--- config.mk ---
export PLATFORM = sky130hd
export DESIGN_NAME = queued_log_dev_flat
export DESIGN_NICKNAME = d
export VERILOG_FILES = /design/src/hdl/dummy_removed_placeholder.sv /design/src/hdl/queued_cmd_pkg.sv /design/src/hdl/queued_link_if.sv /design/src/hdl/queued_log_dev.sv /design/src/flat_wrapper.sv
export SDC_FILE = /design/constraint.sdc
export NUM_CORES = 1
export LEC_CHECK = 0
export ABC_AREA = 1
export BUFFER_PORTS_ARGS = -buffer_cell sky130_fd_sc_hd__buf_4
export CAP_MARGIN = 20
export CORE_UTILIZATION = 45
export CTS_CLUSTER_DIAMETER = 50
export CTS_CLUSTER_SIZE = 30
export DETAILED_ROUTE_END_ITERATION = 10
export GPL_TIMING_DRIVEN = 0
export PLACE_DENSITY = 0.71
export SYNTH_ARGS = -nofsm -noshare
export SYNTH_HDL_FRONTEND = slang
export SYNTH_SLANG_ARGS = --single-unit
--- constraint.sdc ---
create_clock -name clk_i -period 3.2 [get_ports clk_i]
set_input_delay 0.64 -clock clk_i [delete_from_list [all_inputs] [get_ports clk_i]]
set_output_delay 0.64 -clock clk_i [all_outputs]
set_load 0.005 [all_outputs]
--- src/hdl/dummy_removed_placeholder.sv ---
`timescale 1ns/1ps
`default_nettype none
`default_nettype wire

--- src/hdl/queued_cmd_pkg.sv ---
// Purpose: Shared constants and types for the queued send command link.
// Assumes: One clock shared by the controller and the device end.
// Notes: Shadow register bytes travel as one packed word per command.
package queued_cmd_pkg;
  // Command opcode and subcommand codes.
  localparam logic [7:0] OPCODE_SEND_QUEUED = 8'h64;
  localparam logic [4:0] SUBCMD_WRITE_LOG = 5'h02;
  // Field positions inside the shadow bytes.
  localparam int TAG_LSB = 3;
  localparam int SUBCMD_MSB = 4;
  localparam int DEVHEAD_LBA_BIT = 6;
  localparam int DEVHEAD_DEV_BIT = 4;
  // Status byte bit positions.
  localparam int STAT_BSY = 7;
  localparam int STAT_RDY = 6;
  localparam int STAT_ERR = 0;
  // Error byte bit position for an aborted command.
  localparam int ERR_ABT = 2;
  localparam logic [7:0] ERR_ABORT_CODE = 8'h04;
  // Reset values of the reported bytes.
  localparam logic [7:0] STATE_FLAGS_RESET = 8'h40;
  localparam logic [7:0] ERROR_FLAGS_RESET = 8'h00;
  // Controller register byte offsets on the AHB-Lite bus.
  localparam logic [7:0] OFS_CTRL = 8'h00;
  localparam logic [7:0] OFS_COUNT = 8'h04;
  localparam logic [7:0] OFS_LBA_LO = 8'h08;
  localparam logic [7:0] OFS_LBA_HI = 8'h0C;
  localparam logic [7:0] OFS_CMD = 8'h10;
  localparam logic [7:0] OFS_STATUS = 8'h14;
  localparam logic [7:0] OFS_IRQ_STAT = 8'h18;
  localparam logic [7:0] OFS_IRQ_CLR = 8'h1C;
  localparam logic [7:0] OFS_IRQ_EN = 8'h20;
  localparam logic [7:0] OFS_DONE = 8'h24;
  localparam logic [7:0] OFS_DONE_CLR = 8'h28;
  // Interrupt status bit positions.
  localparam int IRQ_ACCEPT = 0;
  localparam int IRQ_ERROR = 1;
  localparam int IRQ_DONE = 2;
  // Reset value of the opcode field of the command register.
  localparam logic [7:0] CMD_OPCODE_RESET = OPCODE_SEND_QUEUED;

  // Kinds of frame sent from the device to the host.
  typedef enum logic [1:0] {
    FIS_NONE = 2'b00,
    FIS_REG_D2H = 2'b01,
    FIS_SET_BITS = 2'b10
  } fis_kind_t;

  // Shadow register image of one command, current and previous bytes.
  typedef struct packed {
    logic [7:0] command;
    logic [7:0] devhead;
    logic [7:0] feat_cur;
    logic [7:0] feat_prev;
    logic [7:0] cnt_cur;
    logic [7:0] cnt_prev;
    logic [7:0] sec_cur;
    logic [7:0] sec_prev;
    logic [7:0] cyllo_cur;
    logic [7:0] cyllo_prev;
    logic [7:0] cylhi_cur;
    logic [7:0] cylhi_prev;
  } shadow_t;
endpackage

--- src/hdl/queued_link_if.sv ---
// Purpose: Link between the queued command controller and the device end.
// Assumes: Both ends run on the same clock.
// Notes: Commands use valid and ready; frames are one-cycle pulses.
`timescale 1ns/1ps
`default_nettype none
interface queued_link_if;
  import queued_cmd_pkg::*;
  logic cmd_valid; // Command image is offered.
  logic cmd_ready; // Device can take a command.
  shadow_t cmd; // Shadow register image.
  logic fis_valid; // Frame pulse from the device.
  fis_kind_t fis_kind; // Kind of the frame.
  logic [7:0] fis_status; // Status byte of a register frame.
  logic [7:0] fis_error; // Error byte of a register frame.
  logic [31:0] fis_act; // Completed tag bits of a set bits frame.

  // Controller end.
  modport host (output cmd_valid, output cmd, input cmd_ready,
    input fis_valid, input fis_kind, input fis_status, input fis_error, input fis_act);
  // Device end.
  modport device (input cmd_valid, input cmd, output cmd_ready,
    output fis_valid, output fis_kind, output fis_status, output fis_error, output fis_act);
endinterface
`default_nettype wire

--- src/hdl/queued_log_dev.sv ---
// Purpose: Device end that decodes the queued send command and reports results.
// Assumes: The user side accepts or refuses each decoded job and returns tags.
// Notes: A refused or undecodable command is answered by a register frame.
//
// Our own choices: the AHB-Lite register port and the register offsets.
`timescale 1ns/1ps
`default_nettype none
module queued_log_dev
  import queued_cmd_pkg::*;
(
  input wire logic clk_i, // System clock.
  input wire logic rst_n_i, // Asynchronous reset, active low.
  queued_link_if.device link, // Link to the controller.
  output logic job_valid_o, // Decoded job waits for the user side.
  output logic [4:0] job_tag_o, // Queue tag of the job.
  output logic [15:0] job_count_o, // Transfer count of the job.
  output logic [47:0] job_lba_o, // Log address of the job.
  input wire logic job_accept_i, // User side takes the job.
  input wire logic job_error_i, // User side refuses the job.
  input wire logic [7:0] job_error_code_i, // Error byte for a refusal.
  input wire logic done_valid_i, // A queued job has finished.
  input wire logic [4:0] done_tag_i, // Tag of the finished job.
  output logic [31:0] outstanding_o, // Tags accepted and not finished.
  output logic [7:0] error_flags_o, // Error byte last reported.
  output logic [7:0] device_state_flags_o // Status byte now shown.
);

  // Control states, one-hot.
  typedef enum logic [1:0] {
    DEV_IDLE = 2'b01,
    DEV_BUSY = 2'b10
  } dev_state_t;

  // Whole state of the device end.
  typedef struct packed {
    dev_state_t st; // Control state.
    logic cmd_ready; // Ready to take a command.
    logic job_valid; // Job offered to the user side.
    logic [4:0] tag; // Tag of the held job.
    logic [15:0] count; // Count of the held job.
    logic [47:0] lba; // Log address of the held job.
    logic [31:0] outstanding; // Accepted, unfinished tags.
    logic [31:0] pending; // Finished tags not yet reported.
    logic fis_valid; // Frame pulse.
    fis_kind_t fis_kind; // Frame kind.
    logic [7:0] fis_status; // Frame status byte.
    logic [7:0] fis_error; // Frame error byte.
    logic [31:0] fis_act; // Frame tag bits.
    logic [7:0] err_flags; // Error byte last reported.
    logic [7:0] state_flags; // Status byte now shown.
  } dev_regs_t;

  dev_regs_t r_r; // Registered state.
  dev_regs_t r_nxt; // Next state.

  // Pulls the queue tag out of a command image.
  function automatic logic [4:0] tag_of(input shadow_t s);
    tag_of = s.cnt_cur[7:TAG_LSB];
  endfunction

  // Pulls the subcommand out of a command image.
  function automatic logic [4:0] subcmd_of(input shadow_t s);
    subcmd_of = s.cnt_prev[SUBCMD_MSB:0];
  endfunction

  // Builds a status byte with busy clear and the error bit as given.
  function automatic logic [7:0] status_byte(input logic err);
    logic [7:0] v;
    v = 8'h00;
    v[STAT_RDY] = 1'b1;
    v[STAT_ERR] = err;
    status_byte = v;
  endfunction

  // Next-state logic for decode, acceptance, refusal and completion.
  always_comb
  begin
    logic [4:0] t;
    logic op_ok;
    logic sub_ok;
    t = tag_of(link.cmd);
    op_ok = (link.cmd.command == OPCODE_SEND_QUEUED);
    sub_ok = (subcmd_of(link.cmd) == SUBCMD_WRITE_LOG);
    r_nxt = r_r;
    r_nxt.fis_valid = 1'b0;
    r_nxt.fis_kind = FIS_NONE;
    // A finished tag moves from outstanding to pending.
    if (done_valid_i && r_r.outstanding[done_tag_i])
    begin
      r_nxt.outstanding[done_tag_i] = 1'b0;
      r_nxt.pending[done_tag_i] = 1'b1;
    end
    case (r_r.st)
      DEV_IDLE:
      begin
        // A new command is taken only while ready.
        if (link.cmd_valid && r_r.cmd_ready)
        begin
          r_nxt.tag = t;
          r_nxt.count = {link.cmd.feat_prev, link.cmd.feat_cur};
          r_nxt.lba = {link.cmd.cylhi_prev, link.cmd.cyllo_prev, link.cmd.sec_prev,
            link.cmd.cylhi_cur, link.cmd.cyllo_cur, link.cmd.sec_cur};
          if (op_ok && sub_ok && !r_r.outstanding[t])
          begin
            // Known operation: hold busy and offer the job.
            r_nxt.st = DEV_BUSY;
            r_nxt.job_valid = 1'b1;
            r_nxt.state_flags[STAT_BSY] = 1'b1;
          end
          else
          begin
            // Reserved subcommand, wrong opcode or tag in use: abort.
            r_nxt.fis_valid = 1'b1;
            r_nxt.fis_kind = FIS_REG_D2H;
            r_nxt.fis_status = status_byte(1'b1);
            r_nxt.fis_error = ERR_ABORT_CODE;
            r_nxt.err_flags = ERR_ABORT_CODE;
            r_nxt.state_flags = status_byte(1'b1);
          end
        end
      end
      DEV_BUSY:
      begin
        // Refusal wins over acceptance if both arrive together.
        if (job_error_i)
        begin
          r_nxt.st = DEV_IDLE;
          r_nxt.job_valid = 1'b0;
          r_nxt.fis_valid = 1'b1;
          r_nxt.fis_kind = FIS_REG_D2H;
          r_nxt.fis_status = status_byte(1'b1);
          r_nxt.fis_error = job_error_code_i;
          r_nxt.err_flags = job_error_code_i;
          r_nxt.state_flags = status_byte(1'b1);
        end
        else if (job_accept_i)
        begin
          // Clearing busy acknowledges the command.
          r_nxt.st = DEV_IDLE;
          r_nxt.job_valid = 1'b0;
          r_nxt.outstanding[r_r.tag] = 1'b1;
          r_nxt.fis_valid = 1'b1;
          r_nxt.fis_kind = FIS_REG_D2H;
          r_nxt.fis_status = status_byte(1'b0);
          r_nxt.fis_error = 8'h00;
          r_nxt.err_flags = 8'h00;
          r_nxt.state_flags = status_byte(1'b0);
        end
      end
      default:
      begin
        r_nxt.st = DEV_IDLE;
        r_nxt.job_valid = 1'b0;
      end
    endcase
    // Completions wait for a free frame slot, then go out together.
    if (!r_nxt.fis_valid && (r_r.pending != 32'h0000_0000))
    begin
      r_nxt.fis_valid = 1'b1;
      r_nxt.fis_kind = FIS_SET_BITS;
      r_nxt.fis_act = r_r.pending;
      r_nxt.fis_status = r_r.state_flags;
      r_nxt.fis_status[STAT_BSY] = 1'b0; // Never busy in a completion frame.
      r_nxt.fis_error = r_r.err_flags;
      // Tags finishing in this same cycle stay pending.
      r_nxt.pending = r_nxt.pending & ~r_r.pending;
    end
    else if (r_nxt.fis_valid)
    begin
      r_nxt.fis_act = 32'h0000_0000;
    end
    r_nxt.cmd_ready = (r_nxt.st == DEV_IDLE);
  end

  // State register; reset leaves the device idle and ready.
  always_ff @(posedge clk_i or negedge rst_n_i)
  begin
    if (!rst_n_i)
    begin
      r_r <= '0;
      r_r.st <= DEV_IDLE;
      r_r.cmd_ready <= 1'b1;
      r_r.fis_kind <= FIS_NONE;
      r_r.err_flags <= ERROR_FLAGS_RESET;
      r_r.state_flags <= STATE_FLAGS_RESET;
    end
    else
    begin
      r_r <= r_nxt;
    end
  end

  // Link outputs, all straight from the state register.
  assign link.cmd_ready = r_r.cmd_ready;
  assign link.fis_valid = r_r.fis_valid;
  assign link.fis_kind = r_r.fis_kind;
  assign link.fis_status = r_r.fis_status;
  assign link.fis_error = r_r.fis_error;
  assign link.fis_act = r_r.fis_act;

  // User-side outputs, also straight from the state register.
  assign job_valid_o = r_r.job_valid;
  assign job_tag_o = r_r.tag;
  assign job_count_o = r_r.count;
  assign job_lba_o = r_r.lba;
  assign outstanding_o = r_r.outstanding;
  assign error_flags_o = r_r.err_flags;
  assign device_state_flags_o = r_r.state_flags;

endmodule
`default_nettype wire

--- src/flat_wrapper.sv ---
// flat-port wrapper written by rule: the top's interface ports become plain ports
module queued_log_dev_flat import queued_cmd_pkg::*;
  (clk_i, rst_n_i, job_valid_o, job_tag_o, job_count_o, job_lba_o, job_accept_i, job_error_i, job_error_code_i, done_valid_i, done_tag_i, outstanding_o, error_flags_o, device_state_flags_o, link_cmd_valid, link_cmd, link_cmd_ready, link_fis_valid, link_fis_kind, link_fis_status, link_fis_error, link_fis_act);
  queued_link_if link_i ();
  input wire logic clk_i;
  input wire logic rst_n_i;
  output logic job_valid_o;
  output logic [4:0] job_tag_o;
  output logic [15:0] job_count_o;
  output logic [47:0] job_lba_o;
  input wire logic job_accept_i;
  input wire logic job_error_i;
  input wire logic [7:0] job_error_code_i;
  input wire logic done_valid_i;
  input wire logic [4:0] done_tag_i;
  output logic [31:0] outstanding_o;
  output logic [7:0] error_flags_o;
  output logic [7:0] device_state_flags_o;
  input wire logic [$bits(link_i.cmd_valid)-1:0] link_cmd_valid;
  input wire logic [$bits(link_i.cmd)-1:0] link_cmd;
  output wire logic [$bits(link_i.cmd_ready)-1:0] link_cmd_ready;
  output wire logic [$bits(link_i.fis_valid)-1:0] link_fis_valid;
  output wire logic [$bits(link_i.fis_kind)-1:0] link_fis_kind;
  output wire logic [$bits(link_i.fis_status)-1:0] link_fis_status;
  output wire logic [$bits(link_i.fis_error)-1:0] link_fis_error;
  output wire logic [$bits(link_i.fis_act)-1:0] link_fis_act;
  assign link_i.cmd_valid = link_cmd_valid;
  assign link_i.cmd = link_cmd;
  assign link_cmd_ready = link_i.cmd_ready;
  assign link_fis_valid = link_i.fis_valid;
  assign link_fis_kind = link_i.fis_kind;
  assign link_fis_status = link_i.fis_status;
  assign link_fis_error = link_i.fis_error;
  assign link_fis_act = link_i.fis_act;
  queued_log_dev u_core (.clk_i(clk_i), .rst_n_i(rst_n_i), .link(link_i), .job_valid_o(job_valid_o), .job_tag_o(job_tag_o), .job_count_o(job_count_o), .job_lba_o(job_lba_o), .job_accept_i(job_accept_i), .job_error_i(job_error_i), .job_error_code_i(job_error_code_i), .done_valid_i(done_valid_i), .done_tag_i(done_tag_i), .outstanding_o(outstanding_o), .error_flags_o(error_flags_o), .device_state_flags_o(device_state_flags_o));
endmodule
After elaboration in Yosys (flattened, before gate mapping):

Cells that the tools add are included.

* register bits: 204
* input port bits: 115
* word-level logic and storage cells: 94

* $lt $le $gt $ge: 5
* equal/unequal tests: 12
* muxes and demuxes: 37
* bitwise logic cells: 6
* reductions and logical operators: 18

Operators with widths (number)
* $mux W32: 5
* $mux W19: 4
* $mux W70: 1
* $and A32 B32 Y32: 2
* $mux W64: 1
* $not A32 Y32: 2
* $or A32 B32 Y32: 2
* $mux W51: 1
* $mux W16: 3
* $pmux W19 S2: 1
* $pmux W16 S2: 1
* $reduce_bool A32 Y1: 1
* $lt A5 B6 Y1 const B: 3
* $bmux W1 S5: 2
* $demux W1 S5: 2
* $ge A5 B1 Y1 const B: 2
* $eq A8 B7 Y1 const B: 1
* $mux W1: 8
* $mux W2: 4
* $mux W8: 1
* $reduce_and A4 Y1: 2
* $logic_and A1 B1 Y1: 7
* $mux W7: 1
* $ne A3 B3 Y1 const B: 2
* other kinds (14): 19

Depth between registers and ports, before layout:

* depth in word-level cells: 11
* gate-level depth with buffers: 19
* gate-level depth less buffers: 16

Least setup slack after synthesis:

No wires, ideal clock.

* path kind: input port to flip-flop
* start: input port link_cmd[60]
* end: register u_core.r_r[89] (netlist name)
* setup time: 0.119 ns
* arrival time: 2.081 ns
* data required time: 3.081 ns
* setup slack: 1.000 ns
* stages: 16
* path buffers: 3
* cells stage by stage: clkbuf_1 > nor2_1 > o21ai_1 > nand3_1 > nand3_1 > nand3_1 > nand2_1 > nand2_1 > nand2_2 > nand2_2 > nand2_4 > nand2_1 > buf_6 > buf_4 > nor2_1 > nor2_1

RTL lines
* start: declaration: line flat_wrapper.sv:20 `input wire logic [$bits(link_i.cmd)-1:0] link_cmd;`
* end signal: assignment: line queued_log_dev.sv:189 `r_r <= r_nxt;`
* end: declaration: line queued_log_dev.sv:53 `dev_regs_t r_r;`

==> results.cfg <==
[timing]
slew_viol_final = 0
worstMarginPinSlew_ns = 1.13
fin_tns_setup_ns = 0
hold_viol_final = 0
period_needed_ns = 2.92
setup_viol = 0
finalClockSkew_ns = 0.0122
rsz0062_at_grt = false
fmax_mhz = 343
timing.slew.headroom_pct = 24.2
timing.final.crit_share_pct = 91.2

[floorplanning]
core_um2 = 21300
fp.dieH_um = 150
num_rows = 53
start_util_pct = 46.4
dieArea_um2 = 22500
io_pins = 285
fp.dieW_um = 150

[synth]
yosys_most_used_dff = dfrtp_1
async_flop_share_pct = 100
syn_inst = 1249
muxShareOfSynthArea_pct = 0
synth_top_family_by_area = simple AND/OR/NAND/NOR gates
synth_cell_type_count = 30
synth_area_um2 = 9870
synth-xor-area-share_pct = 0
synth_compound_area_share_pct = 7.39
yosys.area.top_type_share_pct = 48.2
yosysMostFrequentCell = nand2_1
synth_common_cells = 375 x nand2_1, 190 x dfrtp_1, 174 x buf_4, 109 x inv_1, 93 x nor2_1
synth-simple-area-share_pct = 24.6
yosys.area_share.adder_pct = 0.254
ys_ff_latch = 192
ys_warn_count = 0
avgSynthCellArea_um2 = 7.90
synthTopCellsByArea = dfrtp_1 48%, nand2_1 14%, buf_4 13%
synth_edf_count = 0
ys_seq_area_share_pct = 48.7
synth_top_cell_by_area = dfrtp_1

[clock_network]
cts_resized = 0
root_buffer = clkbuf_16
clock_latency_ns = 0.44
cts_buffer_depth = 2
cts_setup_buffers = 0
cts_sinks = 192
cts_max_level = 4
cts_buffers = 17
hold_buffers = 0
cts_tree = yes
cts.clk_slew.worst_paths_ns = 0.07

[grt]
grt_pass1_wl_mm = 42.8
grt_pass1_vias = 8380
grt.total_usage_pct = 24.6
grt_max_degree = 122
grt_overflow = 0
antenna_found_initial = 0

[drt]
ant_nets = 0
drc = 0
avgViaCountPerCell = 4.83
dr.pass1.iters = 5
drtIter0Drc = 580
drt_wl_total_mm = 27.1
via_count = 8813
wl_per_cell_um = 14.8

[power]
seqPwrFrac_pct = 38.0
static-leakage-power_nw = 7.11
p_per_area_nw_per_um2 = 682
p_int_w = 0.00578
netSwitchingFraction_pct = 33.7
pwr-share-comb_pct = 39.0
power_switching_w = 0.00294
ir_drop_v = 0.000410
power_frac_clock_pct = 23.1

[setup_path]
max_stage_delay_ns = 0.76
start_kind = input port
slowest_stage = nor3_1
arrival_ns = 3.23
cp-end-kind = flip-flop
path_cells = buf_4 -> inv_1 -> nor3_1 -> o21ai_0 -> nand2_1 -> nor2_1 -> nand2_1 -> nand2_1 -> nor2_2 -> inv_2 -> o21ai_0 -> nand2_1
endpoint = u_core.outstanding_o[28]
crit_path_frequent_cell = nand2_1
reg2reg_depth = 12
crit_required_ns = 3.51
worstReg2RegStart = u_core.r_r[202]
r2r_slack_ns = 0.45
worst-path-max-fanout = 9
regToRegEndpoint = u_core.link.fis_error[2]
critPathKind = input port to flip-flop
startpoint = done_tag_i[3]

[placement]
dp_hpwl_mm = 20.5
place_congestion = 0.936
io_buffers = 258
dp.cells = 1793

[min_path]
hp-class = input port to async pin

[run_status]
status = completed

[layout]
fin_util_pct = 60.0
layout.nets = 1656
area_growth_pct = 29.4
seq_area_um2 = 4810
diodes = 0
fillers = 1944
drive_gt1_share_pct = 31.3
multi_input_area_um2 = 3230
instances_no_fill = 1826

[job]
maxCapViolations = 0
## per-layer routing
| layer | track usage, % | share of wire [%] |
|---|---|---|
| met2 | 40.8 | 48 |
| met5 | 0 | 0 |
| met1 | 30.9 | 42 |
| met3 | 6.58 | 7.6 |
| met4 | 8.59 | 2.6 |
## layout make-up
type / instances / area share [%]
buffer: 206 / 11.3
clock buffer: 19 / 3.47
clock inverter: 12 / 0.783
inverter: 113 / 3.32
multi-input combinational: 748 / 25.3
sequential: 192 / 37.6
tap: 275 / 2.69
timing repair buffer: 261 / 15.5
## worst max-delay path: cells and delay by family
family          cells  cell delay (ns)
simple gates        7             1.70
buf+inv             3             0.38
compound gates      2             0.49
## cell usage in the layout (no fill, tap or decap), types with 2 or more instances in the layout
cell type and n:
dfrtp_1 190, inv_1 109, buf_4 431, o21ai_0 72
nor4_1 4, clkbuf_16 17, a22oi_1 4, nor2_1 93
dfstp_2 2, nand2_1 375, nand4_1 14, o22ai_1 7
clkbuf_1 26, nor3_1 14, clkinvlp_4 3, o21ai_1 24
inv_2 4, a21oi_1 32, nand2_2 3, ha_1 2
nor2_2 3, conb_1 12, buf_6 2, buf_2 7
inv_6 6, nand3_1 82
## worst min-delay path by stage
stage	startpoint	slack (ns)	depth (start not counted)	end
after floorplan	rst_n_i	0.34	0	u_core.device_state_flags_o[0]
after global placement	u_core.job_lba_o[16]	0.46	2	u_core.job_lba_o[16]
after detailed placement	u_core.job_count_o[11]	0.46	2	u_core.job_count_o[11]
after CTS	rst_n_i	0.18	1	u_core.link.fis_act[19]
after global routing	rst_n_i	0.19	1	u_core.link.fis_act[19]
final	rst_n_i	0.15	1	u_core.link.fis_act[24]
## power groups by stage
stage	logic [W]	clock network, W	registers (W)
after CTS	0.00344	0.00205	0.00331
after global placement	0.00338	0	0.00333
after floorplan	0.00201	0	0.00326
after global routing	0.00378	0.00215	0.00338
after detailed placement	0.00343	0	0.00334
final	0.00340	0.00201	0.00331
## state kept, by name (all words and copies together) (netlist names)
name / cells
u_core.job_tag_o: 5
u_core.error_flags_o: 8
u_core.r_r: 34
u_core.link.fis_kind: 2
u_core.job_count_o: 16
u_core.link.cmd_ready: 1
u_core.device_state_flags_o: 2
u_core.outstanding_o: 32
u_core.job_lba_o: 48
u_core.link.fis_valid: 1
u_core.job_valid_o: 1
u_core.link.fis_act: 32
u_core.link.fis_status: 2
u_core.link.fis_error: 8
## cell families after synthesis
group | Yosys count
other cells | 2
fa+ha+maj | 2
compound gates | 141
flops | 192
buf+inv | 319
simple gates | 593
## per-stage QoR
| stage | worst slack, ns | hold slack [ns] | area, µm² | total power, W |
|---|---|---|---|---|
| final | 0.281 | 0.151 | 12800 | 0.00872 |
| after global routing | 0.135 | 0.192 | 12800 | 0.00931 |
| after detailed placement | -0.0666 | 0.459 | 12200 | 0.00677 |
| after CTS | 0.372 | 0.180 | 12800 | 0.00880 |
| after global placement | 0.0568 | 0.455 | 12200 | 0.00671 |
| after floorplan | 1.00 | 0.344 | 9910 | 0.00527 |
Power figures use the tool's default switching activity.
